## src/rtl/isr_cfg.svh

```systemverilog
`ifndef ISR_CFG_SVH
`define ISR_CFG_SVH

// Register byte addresses
`define ISR_ADDR_STX 32'h4002_0834
`define ISR_ADDR_ALT 32'h4002_0838
`define ISR_ADDR_ID0 32'h4002_083C
`define ISR_ADDR_ID1 32'h4002_0840
`define ISR_ADDR_ID2 32'h4002_0844
`define ISR_ADDR_ID3 32'h4002_0848
`define ISR_ADDR_STAT 32'h4002_084C
`define ISR_ADDR_SHARED_DETECTOR_RESET 32'h4002_0850
`define ISR_ADDR_BUS_TIMING_CONTROL 32'h4002_0854
`define ISR_ADDR_ASTR 32'h4002_0858

// Reset values
`define ISR_RST_ZERO 16'h0000
`define ISR_RST_BUS_TIMING_CONTROL 16'h0205

// Field positions
`define ISR_STX_SEL_HI 9
`define ISR_STX_SEL_LO 8
`define ISR_STAT_FLUSH_ALL 10
`define ISR_STAT_MASTER_TX_FIFO_FLUSH 9
`define ISR_STAT_SLAVE_TX_FIFO_FLUSH 8
`define ISR_SHARED_DETECTOR_RESET_RESET 0
`define ISR_BUS_TIMING_CONTROL_FILT_HI 15
`define ISR_BUS_TIMING_CONTROL_FILT_LO 12
`define ISR_BUS_TIMING_CONTROL_PRE_HI 11
`define ISR_BUS_TIMING_CONTROL_PRE_LO 9
`define ISR_BUS_TIMING_CONTROL_FILT_EN 8
`define ISR_BUS_TIMING_CONTROL_HOLD_HI 5
`define ISR_BUS_TIMING_CONTROL_HOLD_LO 0
`define ISR_ASTR_ACK_CLR 15
`define ISR_ASTR_SSCL_IEN 14

// Transmit buffer shape
`define ISR_FIFO_DEPTH 32
`define ISR_FIFO_AW 5

`endif

```

## src/rtl/isr_pkg.sv

```systemverilog
package isr_pkg;

    typedef struct packed {
        logic sel;
        logic enable;
        logic write;
        logic [31:0] addr;
        logic [31:0] wdata;
    } isr_apb_req_s;

    typedef struct packed {
        logic [1:0] id;
        logic [7:0] data;
    } isr_tx_s;

    typedef struct packed {
        logic [1:0] master_rx;
        logic [1:0] master_tx;
        logic [1:0] slave_rx;
        logic [1:0] slave_tx;
    } isr_fifo_cnt_s;

    typedef struct packed {
        logic [3:0] filter_ticks;
        logic [2:0] prescale_div;
        logic glitch_filter_control;
        logic [5:0] start_hold_qualify_count;
    } isr_timing_s;

endpackage : isr_pkg

```

## src/rtl/isr_regs.sv

```systemverilog
// Operation
// - ID select in transmit writes picks per-ID FIFO, only in ID FIFO mode.
// - Select codes 00..11 pick FIFOs of matched slave IDs zero..three.
// - With hardware general call on, compare incoming byte to alt value.
// - Four address registers hold 7-bit IDs in bits 7:1; bit 0 ignored.
// - Flush-all in ID FIFO mode empties all four per-ID transmit FIFOs.
// - Master flush bit empties master transmit FIFO until software clears it.
// - Slave flush bit empties the single slave transmit FIFO until cleared.
// - Four read-only 2-bit byte counts report master and slave FIFO levels.
// - Shared reset bit resets start/stop detectors and clears line busy.
// - Four-bit filter tick field sets glitch width in clocks, reset zero.
// - Filter control bit set enables the glitch filter, cleared disables.
// - Three-bit prescale divide field for bus clock, resets to one.
// - Six-bit start/stop hold qualify count, resets to five.
// - Writing one to stretch bit 15 clears address acknowledge interrupt.
// - Stretch enable raises slave interrupt while hardware holds clock low.
// - After hardware general call, second byte is compared to alt value.
`timescale 1ns/1ps
`include "isr_cfg.svh"

module isr_tx_fifo #(
    parameter int WIDTH = 10,
    parameter int DEPTH = `ISR_FIFO_DEPTH,
    parameter int AW = `ISR_FIFO_AW
) (
    // Clock and reset
    input wire logic clk_i,
    input wire logic sys_rst_i,
    input wire logic flush_i,
    // Fill side
    input wire logic in_valid_i,
    output logic in_ready_o,
    input wire logic [WIDTH-1:0] in_data_i,
    // Drain side
    output logic out_valid_o,
    input wire logic out_ready_i,
    output logic [WIDTH-1:0] out_data_o
);
    typedef struct packed {
        logic [DEPTH-1:0][WIDTH-1:0] mem;
        logic [AW:0] wr;
        logic [AW:0] rd;
    } isr_fifo_st_s;

    isr_fifo_st_s st_r;
    isr_fifo_st_s st_nxt;
    logic full;
    logic empty;

    assign empty = (st_r.wr == st_r.rd);
    assign full = (st_r.wr[AW-1:0] == st_r.rd[AW-1:0]) &&
                  (st_r.wr[AW] != st_r.rd[AW]);
    // Writes during a flush are accepted and dropped so the bus never hangs
    assign in_ready_o = !full || flush_i;
    assign out_valid_o = !empty && !flush_i;
    assign out_data_o = st_r.mem[st_r.rd[AW-1:0]];

    always_comb begin
        st_nxt = st_r;
        if (flush_i) begin
            st_nxt.wr = '0;
            st_nxt.rd = '0;
        end else begin
            if (in_valid_i && !full) begin
                st_nxt.mem[st_r.wr[AW-1:0]] = in_data_i;
                st_nxt.wr = st_r.wr + 1'b1;
            end
            if (out_ready_i && !empty) begin
                st_nxt.rd = st_r.rd + 1'b1;
            end
        end
    end

    always_ff @(posedge clk_i) begin
        if (sys_rst_i) begin
            st_r.mem <= '0;
            st_r.wr <= '0;
            st_r.rd <= '0;
        end else begin
            st_r <= st_nxt;
        end
    end
endmodule : isr_tx_fifo

module isr_regs
    import isr_pkg::*;
(
    // Clock and reset
    input wire logic clk_i,
    input wire logic sys_rst_i,
    // Peripheral register bus (APB)
    input isr_apb_req_s apb_i,
    output logic [31:0] prdata_o,
    output logic pready_o,
    output logic pslverr_o,
    // From slave control and protocol engines
    input wire logic per_id_fifo_mode_enable_i,
    input wire logic hw_general_call_enable_i,
    input isr_fifo_cnt_s fifo_cnt_i,
    input wire logic slave_scl_held_i,
    input wire logic addr_valid_i,
    input wire logic [7:0] addr_byte_i,
    input wire logic gc_byte_valid_i,
    input wire logic [7:0] gc_byte_i,
    // Slave transmit data stream
    output logic slave_tx_valid_o,
    input wire logic slave_tx_ready_i,
    output isr_tx_s slave_tx_o,
    // Controls to the engines
    output logic master_tx_fifo_flush_o,
    output logic slave_tx_fifo_flush_o,
    output logic flush_all_id_tx_fifos_o,
    output logic detector_reset_o,
    output isr_timing_s timing_o,
    output logic address_ack_irq_clear_o,
    output logic slave_stretch_irq_flag_o,
    output logic slave_irq_o,
    output logic addr_match_o,
    output logic [1:0] addr_match_id_o,
    output logic gc_alt_match_o
);
    typedef struct packed {
        logic [7:0] general_call_alt_value;
        logic [3:0][7:0] id;
        logic flush_all;
        logic fall;
        logic master_tx_fifo_flush;
        logic slave_tx_fifo_flush;
        logic det_rst;
        isr_timing_s timing;
        logic sscl_ien;
        logic ack_clr;
        logic sscl_flag;
        logic slv_irq;
        logic match;
        logic [1:0] match_id;
        logic alt_match;
        logic [1:0] stx_sel;
        logic [7:0] stx_data;
        logic pready;
        logic pslverr;
        logic [31:0] prdata;
    } isr_st_s;

    isr_st_s st_r;
    isr_st_s st_nxt;
    logic acc;
    logic hit_stx;
    logic stx_push;
    logic fifo_in_ready;
    logic fifo_flush;
    logic [15:0] rdata;
    logic hit;
    isr_tx_s push_word;
    // Register image of the reset value; bits 7:6 are reserved, not stored
    localparam logic [15:0] BUS_TIMING_CONTROL_RST = `ISR_RST_BUS_TIMING_CONTROL;

    assign acc = apb_i.sel && apb_i.enable && !st_r.pready;
    assign hit_stx = (apb_i.addr == `ISR_ADDR_STX);
    assign stx_push = acc && apb_i.write && hit_stx;
    // Without ID FIFO mode every byte goes to the single FIFO (code 00)
    assign push_word.id = per_id_fifo_mode_enable_i ?
        apb_i.wdata[`ISR_STX_SEL_HI:`ISR_STX_SEL_LO] : 2'h0;
    assign push_word.data = apb_i.wdata[7:0];
    assign fifo_flush = per_id_fifo_mode_enable_i ? st_r.flush_all
                                                  : st_r.slave_tx_fifo_flush;

    isr_tx_fifo #(
        .WIDTH(10),
        .DEPTH(`ISR_FIFO_DEPTH),
        .AW(`ISR_FIFO_AW)
    ) u_tx_fifo (
        .clk_i(clk_i),
        .sys_rst_i(sys_rst_i),
        .flush_i(fifo_flush),
        .in_valid_i(stx_push),
        .in_ready_o(fifo_in_ready),
        .in_data_i(push_word),
        .out_valid_o(slave_tx_valid_o),
        .out_ready_i(slave_tx_ready_i),
        .out_data_o(slave_tx_o)
    );

    // Read mux, 16-bit registers, reserved and write-only bits zero
    always_comb begin
        rdata = 16'h0000;
        hit = 1'b1;
        unique case (apb_i.addr)
            `ISR_ADDR_STX: rdata = {6'h00, st_r.stx_sel, st_r.stx_data};
            `ISR_ADDR_ALT: rdata = {8'h00, st_r.general_call_alt_value};
            `ISR_ADDR_ID0: rdata = {8'h00, st_r.id[0]};
            `ISR_ADDR_ID1: rdata = {8'h00, st_r.id[1]};
            `ISR_ADDR_ID2: rdata = {8'h00, st_r.id[2]};
            `ISR_ADDR_ID3: rdata = {8'h00, st_r.id[3]};
            `ISR_ADDR_STAT: rdata = {5'h00, st_r.flush_all, 2'h0,
                                     fifo_cnt_i};
            `ISR_ADDR_SHARED_DETECTOR_RESET: rdata = 16'h0000;
            `ISR_ADDR_BUS_TIMING_CONTROL: rdata = {st_r.timing.filter_ticks,
                                     st_r.timing.prescale_div,
                                     st_r.timing.glitch_filter_control,
                                     2'h0,
                                     st_r.timing.start_hold_qualify_count};
            `ISR_ADDR_ASTR: rdata = {1'b0, st_r.sscl_ien, 14'h0000};
            default: hit = 1'b0;
        endcase
    end

    always_comb begin
        st_nxt = st_r;
        st_nxt.pready = 1'b0;
        st_nxt.pslverr = 1'b0;
        st_nxt.ack_clr = 1'b0;
        // Each access phase gets one wait state; SLAVE_TRANSMIT_DATA also waits on FIFO room
        if (acc && (!stx_push || fifo_in_ready)) begin
            st_nxt.pready = 1'b1;
            st_nxt.pslverr = !hit;
            st_nxt.prdata = apb_i.write ? 32'h0000_0000 : {16'h0000, rdata};
            if (apb_i.write) begin
                unique case (apb_i.addr)
                    `ISR_ADDR_STX: begin
                        st_nxt.stx_sel = push_word.id;
                        st_nxt.stx_data = push_word.data;
                    end
                    `ISR_ADDR_ALT: st_nxt.general_call_alt_value = apb_i.wdata[7:0];
                    `ISR_ADDR_ID0: st_nxt.id[0] = apb_i.wdata[7:0];
                    `ISR_ADDR_ID1: st_nxt.id[1] = apb_i.wdata[7:0];
                    `ISR_ADDR_ID2: st_nxt.id[2] = apb_i.wdata[7:0];
                    `ISR_ADDR_ID3: st_nxt.id[3] = apb_i.wdata[7:0];
                    `ISR_ADDR_STAT: begin
                        st_nxt.flush_all =
                            apb_i.wdata[`ISR_STAT_FLUSH_ALL];
                        st_nxt.master_tx_fifo_flush =
                            apb_i.wdata[`ISR_STAT_MASTER_TX_FIFO_FLUSH];
                        st_nxt.slave_tx_fifo_flush =
                            apb_i.wdata[`ISR_STAT_SLAVE_TX_FIFO_FLUSH];
                    end
                    `ISR_ADDR_SHARED_DETECTOR_RESET: st_nxt.det_rst =
                        apb_i.wdata[`ISR_SHARED_DETECTOR_RESET_RESET];
                    `ISR_ADDR_BUS_TIMING_CONTROL: begin
                        st_nxt.timing.filter_ticks = apb_i.wdata[
                            `ISR_BUS_TIMING_CONTROL_FILT_HI:`ISR_BUS_TIMING_CONTROL_FILT_LO];
                        st_nxt.timing.prescale_div = apb_i.wdata[
                            `ISR_BUS_TIMING_CONTROL_PRE_HI:`ISR_BUS_TIMING_CONTROL_PRE_LO];
                        st_nxt.timing.glitch_filter_control =
                            apb_i.wdata[`ISR_BUS_TIMING_CONTROL_FILT_EN];
                        st_nxt.timing.start_hold_qualify_count =
                            apb_i.wdata[`ISR_BUS_TIMING_CONTROL_HOLD_HI:
                                        `ISR_BUS_TIMING_CONTROL_HOLD_LO];
                    end
                    `ISR_ADDR_ASTR: begin
                        st_nxt.ack_clr =
                            apb_i.wdata[`ISR_ASTR_ACK_CLR];
                        st_nxt.sscl_ien = apb_i.wdata[`ISR_ASTR_SSCL_IEN];
                    end
                    default: ;
                endcase
            end
        end
        // Stretch status follows the hold; interrupt only when enabled
        st_nxt.sscl_flag = slave_scl_held_i;
        st_nxt.slv_irq = slave_scl_held_i && st_r.sscl_ien;
        // Lowest ID wins when two registers hold the same address
        st_nxt.match = 1'b0;
        st_nxt.match_id = 2'h0;
        if (addr_valid_i) begin
            for (int i = 3; i >= 0; i--) begin
                if (st_r.id[i][7:1] == addr_byte_i[7:1]) begin
                    st_nxt.match = 1'b1;
                    st_nxt.match_id = 2'(i);
                end
            end
        end
        st_nxt.alt_match = gc_byte_valid_i && hw_general_call_enable_i &&
                           (gc_byte_i == st_r.general_call_alt_value);
        // One cycle behind the bit, when the buffer has already been emptied
        st_nxt.fall = st_r.flush_all &&
                      per_id_fifo_mode_enable_i;
    end

    always_ff @(posedge clk_i) begin
        if (sys_rst_i) begin
            st_r <= '0;
            st_r.timing <= {BUS_TIMING_CONTROL_RST[15:8], BUS_TIMING_CONTROL_RST[5:0]};
        end else begin
            st_r <= st_nxt;
        end
    end

    assign prdata_o = st_r.prdata;
    assign pready_o = st_r.pready;
    assign pslverr_o = st_r.pslverr;
    assign master_tx_fifo_flush_o = st_r.master_tx_fifo_flush;
    assign slave_tx_fifo_flush_o = st_r.slave_tx_fifo_flush;
    assign flush_all_id_tx_fifos_o = st_r.fall;
    assign detector_reset_o = st_r.det_rst;
    assign timing_o = st_r.timing;
    assign address_ack_irq_clear_o = st_r.ack_clr;
    assign slave_stretch_irq_flag_o = st_r.sscl_flag;
    assign slave_irq_o = st_r.slv_irq;
    assign addr_match_o = st_r.match;
    assign addr_match_id_o = st_r.match_id;
    assign gc_alt_match_o = st_r.alt_match;
endmodule : isr_regs

```

## config.mk

```make
export PLATFORM = sky130hd
export DESIGN_NAME = isr_regs
export DESIGN_NICKNAME = d
export VERILOG_FILES = /design/src/rtl/isr_pkg.sv /design/src/rtl/isr_regs.sv
export VERILOG_INCLUDE_DIRS = /design/src /design/src/rtl
export SDC_FILE = /design/constraint.sdc
export NUM_CORES = 1
export LEC_CHECK = 0
export BUFFER_PORTS_ARGS = -buffer_cell sky130_fd_sc_hd__clkbuf_2
export CORE_UTILIZATION = 54
export CTS_CLUSTER_SIZE = 20
export DETAILED_ROUTE_END_ITERATION = 8
export PLACE_DENSITY = 0.78
export SETUP_SLACK_MARGIN = 0.3
export SKIP_CTS_REPAIR_TIMING = 1
export SLEW_MARGIN = 25
export SYNTH_ARGS = -nofsm -noshare
export SYNTH_HDL_FRONTEND = slang
export SYNTH_SLANG_ARGS = --single-unit
```

## constraint.sdc

```tcl
create_clock -name clk_i -period 3.15 [get_ports clk_i]
set_input_delay 0.4725 -clock clk_i [delete_from_list [all_inputs] [get_ports clk_i]]
set_output_delay 0.4725 -clock clk_i [all_outputs]
set_load 0.01 [all_outputs]
```

==> run metrics <==
fraction of layout cells with a size suffix above 1=21.9%; sequential fraction of the synthesis area=43.7%; PD cells=482 nW/um2; CTS tree=built; Slew headroom=25.8%; RSZ-0062 raised after global routing=true; mean post-synth cell area=10.3 um2; dpl ws=352 ps; actual slew at the worst max-slew pin=1110 ps; routed vias=14.7k; crit path capture type=output pin; Worst Path Max Fanout=13; HPWL after DPL=31200 um; htree depth=2; die area=37000 um2; Total Power=10.7 mW; Max Freq=308 MHz; final-layout fill cell count=2674; Routed WL=50800 um; Final min period=3240 ps; global-route wire length before repair=75200 um; clk sink count=427; core area=35600 um2; fin area=22100 um2; IO Port Bufs=135; DRT antenna net count=0; die height=192 um; Crit-path slowest cell=mux4_2; I/O Pins=169; Final Hold Fails=0; met2 wire length=24700 um; WL/cell=20.8 um; Post-synth EDFFs=0; Final #Nets=2054; register area=8560 um2; Top Layer Used=met5; WL met3=3820 um; leakage power=10.1 nW; width of the chip=192 um; gr ovfl total=0; initial cell density of the core=54.9%; Synth Instances=1897; CP Cell Sequence=buf_12 -> clkbuf_16 -> mux4_2 -> mux4_2 -> mux2_4 -> buf_6; synthesized area=19500 um2; multi-input logic area=10000 um2; Setup Viol. Count Final=10; Netlist cell types=49; Final Worst Setup Slack=-93.5 ps; root buf cell=clkbuf_16; final period utilization=103%; register bit total from synthesis=427; vias per inst=6.02; # rows=69; status=finished, violations left; clk slew on worst S/H paths=60 ps; cell mode on critical path=mux4_2; clk_skew=13.7 ps; gr usage total=26.1%; worst-skew pair later-pin latency=560 ps; routability cong.=0.888; failing checks=setup timing; CTS buffer count=42; clock buffer depth=3; share of flip-flops with an asynchronous set or reset=0%; drt drc=0; WS Path Type=reg2out; CP Launch Type=flip-flop; CP max stage delay=530 ps; peak supply drop=0.408 mV; Area Growth Syn to Fin=13.2%; Warnings, synthesis=0; Max Slew Vio Count=0; worst hold-check path type=in2reg; Cell Area, Placed=20400 um2; DRT Pass-1 Iters=8; n_diodes=0; CP arrival=2770 ps; met1 wire length=20600 um; top_reg_cell synth=dfxtp_1; initial antenna violation count=1; vias in the first global route=13.8k; WP data required=2680 ps; max_cap viols=0; DR iter-0 viols=1501; largest net degree at the start of global routing=146
[layer usage]
layer,track usage [%],vias to the layer above
li1,-,6756
met1,33.7,7179
met2,43.3,643
met3,4.53,106
met4,10.4,2
met5,0,-
[through the flow]
stage | hold WS, ps | std cells | TNS (ps) | util [%]
2_1_floorplan | 431 | 1912 | 0 | -
3_3_place_gp | 441 | 2352 | 0 | 57.4
3_5_place_dp | 453 | 2352 | 0 | 57.4
4_1_cts | 128 | 2426 | -1920 | 61.2
5_1_grt | 160 | 2441 | -967 | 62.2
6_report | 140 | 2441 | -714 | 62.2
[flip-flops by register name (all words and copies together), names as in the netlist]
name                      cells
addr_match_id_o               2
gc_alt_match_o                1
slave_tx_fifo_flush_o         1
u_tx_fifo.st_r              332
detector_reset_o              1
timing_o                     14
pready_o                      1
address_ack_irq_clear_o       1
master_tx_fifo_flush_o        1
prdata_o                     16
pslverr_o                     1
st_r                         52
addr_match_o                  1
slave_stretch_irq_flag_o      1
slave_irq_o                   1
flush_all_id_tx_fifos_o       1
[critical path, delay by kind of cell, from the launching register on]
family | cells | cell delay [ps]
mux | 3 | 1350
buf+inv | 3 | 470
flops | 1 | 390
[worst paths after layout]
kind                            depth (start not counted)                   to         startpoint  slack [ps]
worst min-delay path                                    3         timing_o[10]          apb_i[12]         140
worst max register to register                         11  u_tx_fifo.st_r[327]  u_tx_fifo.st_r[0]         470
worst min register to register                          2             st_r[42]           st_r[42]         460
worst max-delay path                                    6        slave_tx_o[6]  u_tx_fifo.st_r[0]         -90
[cells in the mapped netlist (6+ instances only)]
cell	n	share of area [%]
clkbuf_1	117	2.2
buf_1	17	0.33
and3_1	6	0.19
nand3b_1	69	2.7
buf_2	37	0.95
and2_1	6	0.19
nand2_1	106	2.0
buf_4	48	1.8
o21ai_0	73	1.9
a22o_1	26	1.2
a21oi_1	52	1.3
nor2_1	303	5.8
xor2_1	18	0.81
nand2b_1	7	0.22
nand4_2	23	1.5
mux2i_1	277	14
nor4_1	8	0.26
inv_1	6	0.12
dfxtp_1	427	44
nand3_1	33	0.85
nand4_1	21	0.67
mux4_2	101	12
mux2_2	15	0.86
nor3_1	7	0.18
xnor2_1	33	1.5
a222oi_1	10	0.51
[cell usage in the layout, fill, tap and decap left out, types with 18 or more instances in the layout]
cell type and n:
a22o_1 26, xor2_1 18, nand4_1 21, mux2i_1 277, a21oi_1 52, nand4_2 23
buf_4 59, nor2_1 303, nand3b_1 69, nand2_1 106, o21ai_0 73, mux4_2 101
dfxtp_1 425, clkbuf_2 129, nand3_1 32, clkbuf_16 49, xnor2_1 33
[logic make-up after synthesis]
| family | Yosys count | synth area share [%] |
|---|---|---|
| and+or+nand+nor | 613 | 15.7 |
| muxes | 393 | 26.7 |
| AOI/OAI and AO/OA | 179 | 5.58 |
| xor gates and xnor gates | 51 | 2.29 |
| other | 1 | 0.0192 |
| buffers and inverters | 228 | 5.65 |
| DFF | 427 | 43.7 |
| adders and majority gates | 5 | 0.320 |
[area by class of cell]
type	count	area share [%]
timing repair buffer	216	7.27
multi-input combinational	1257	45.2
tap	461	2.61
clock inverter	10	0.368
clock buffer	64	5.76
inverter	6	0.102
sequential	427	38.7
[report_power, final]
| part | switching [mW] | leakage, nW | internal, mW |
|---|---|---|---|
| clock | 2.10 | 0.665 | 2.80 |
| combinational | 0.255 | 6.04 | 0.104 |
| sequential | 0.000605 | 3.44 | 5.40 |
| total | 2.36 | 10.1 | 8.30 |
(Power assumes the default switching activity.)
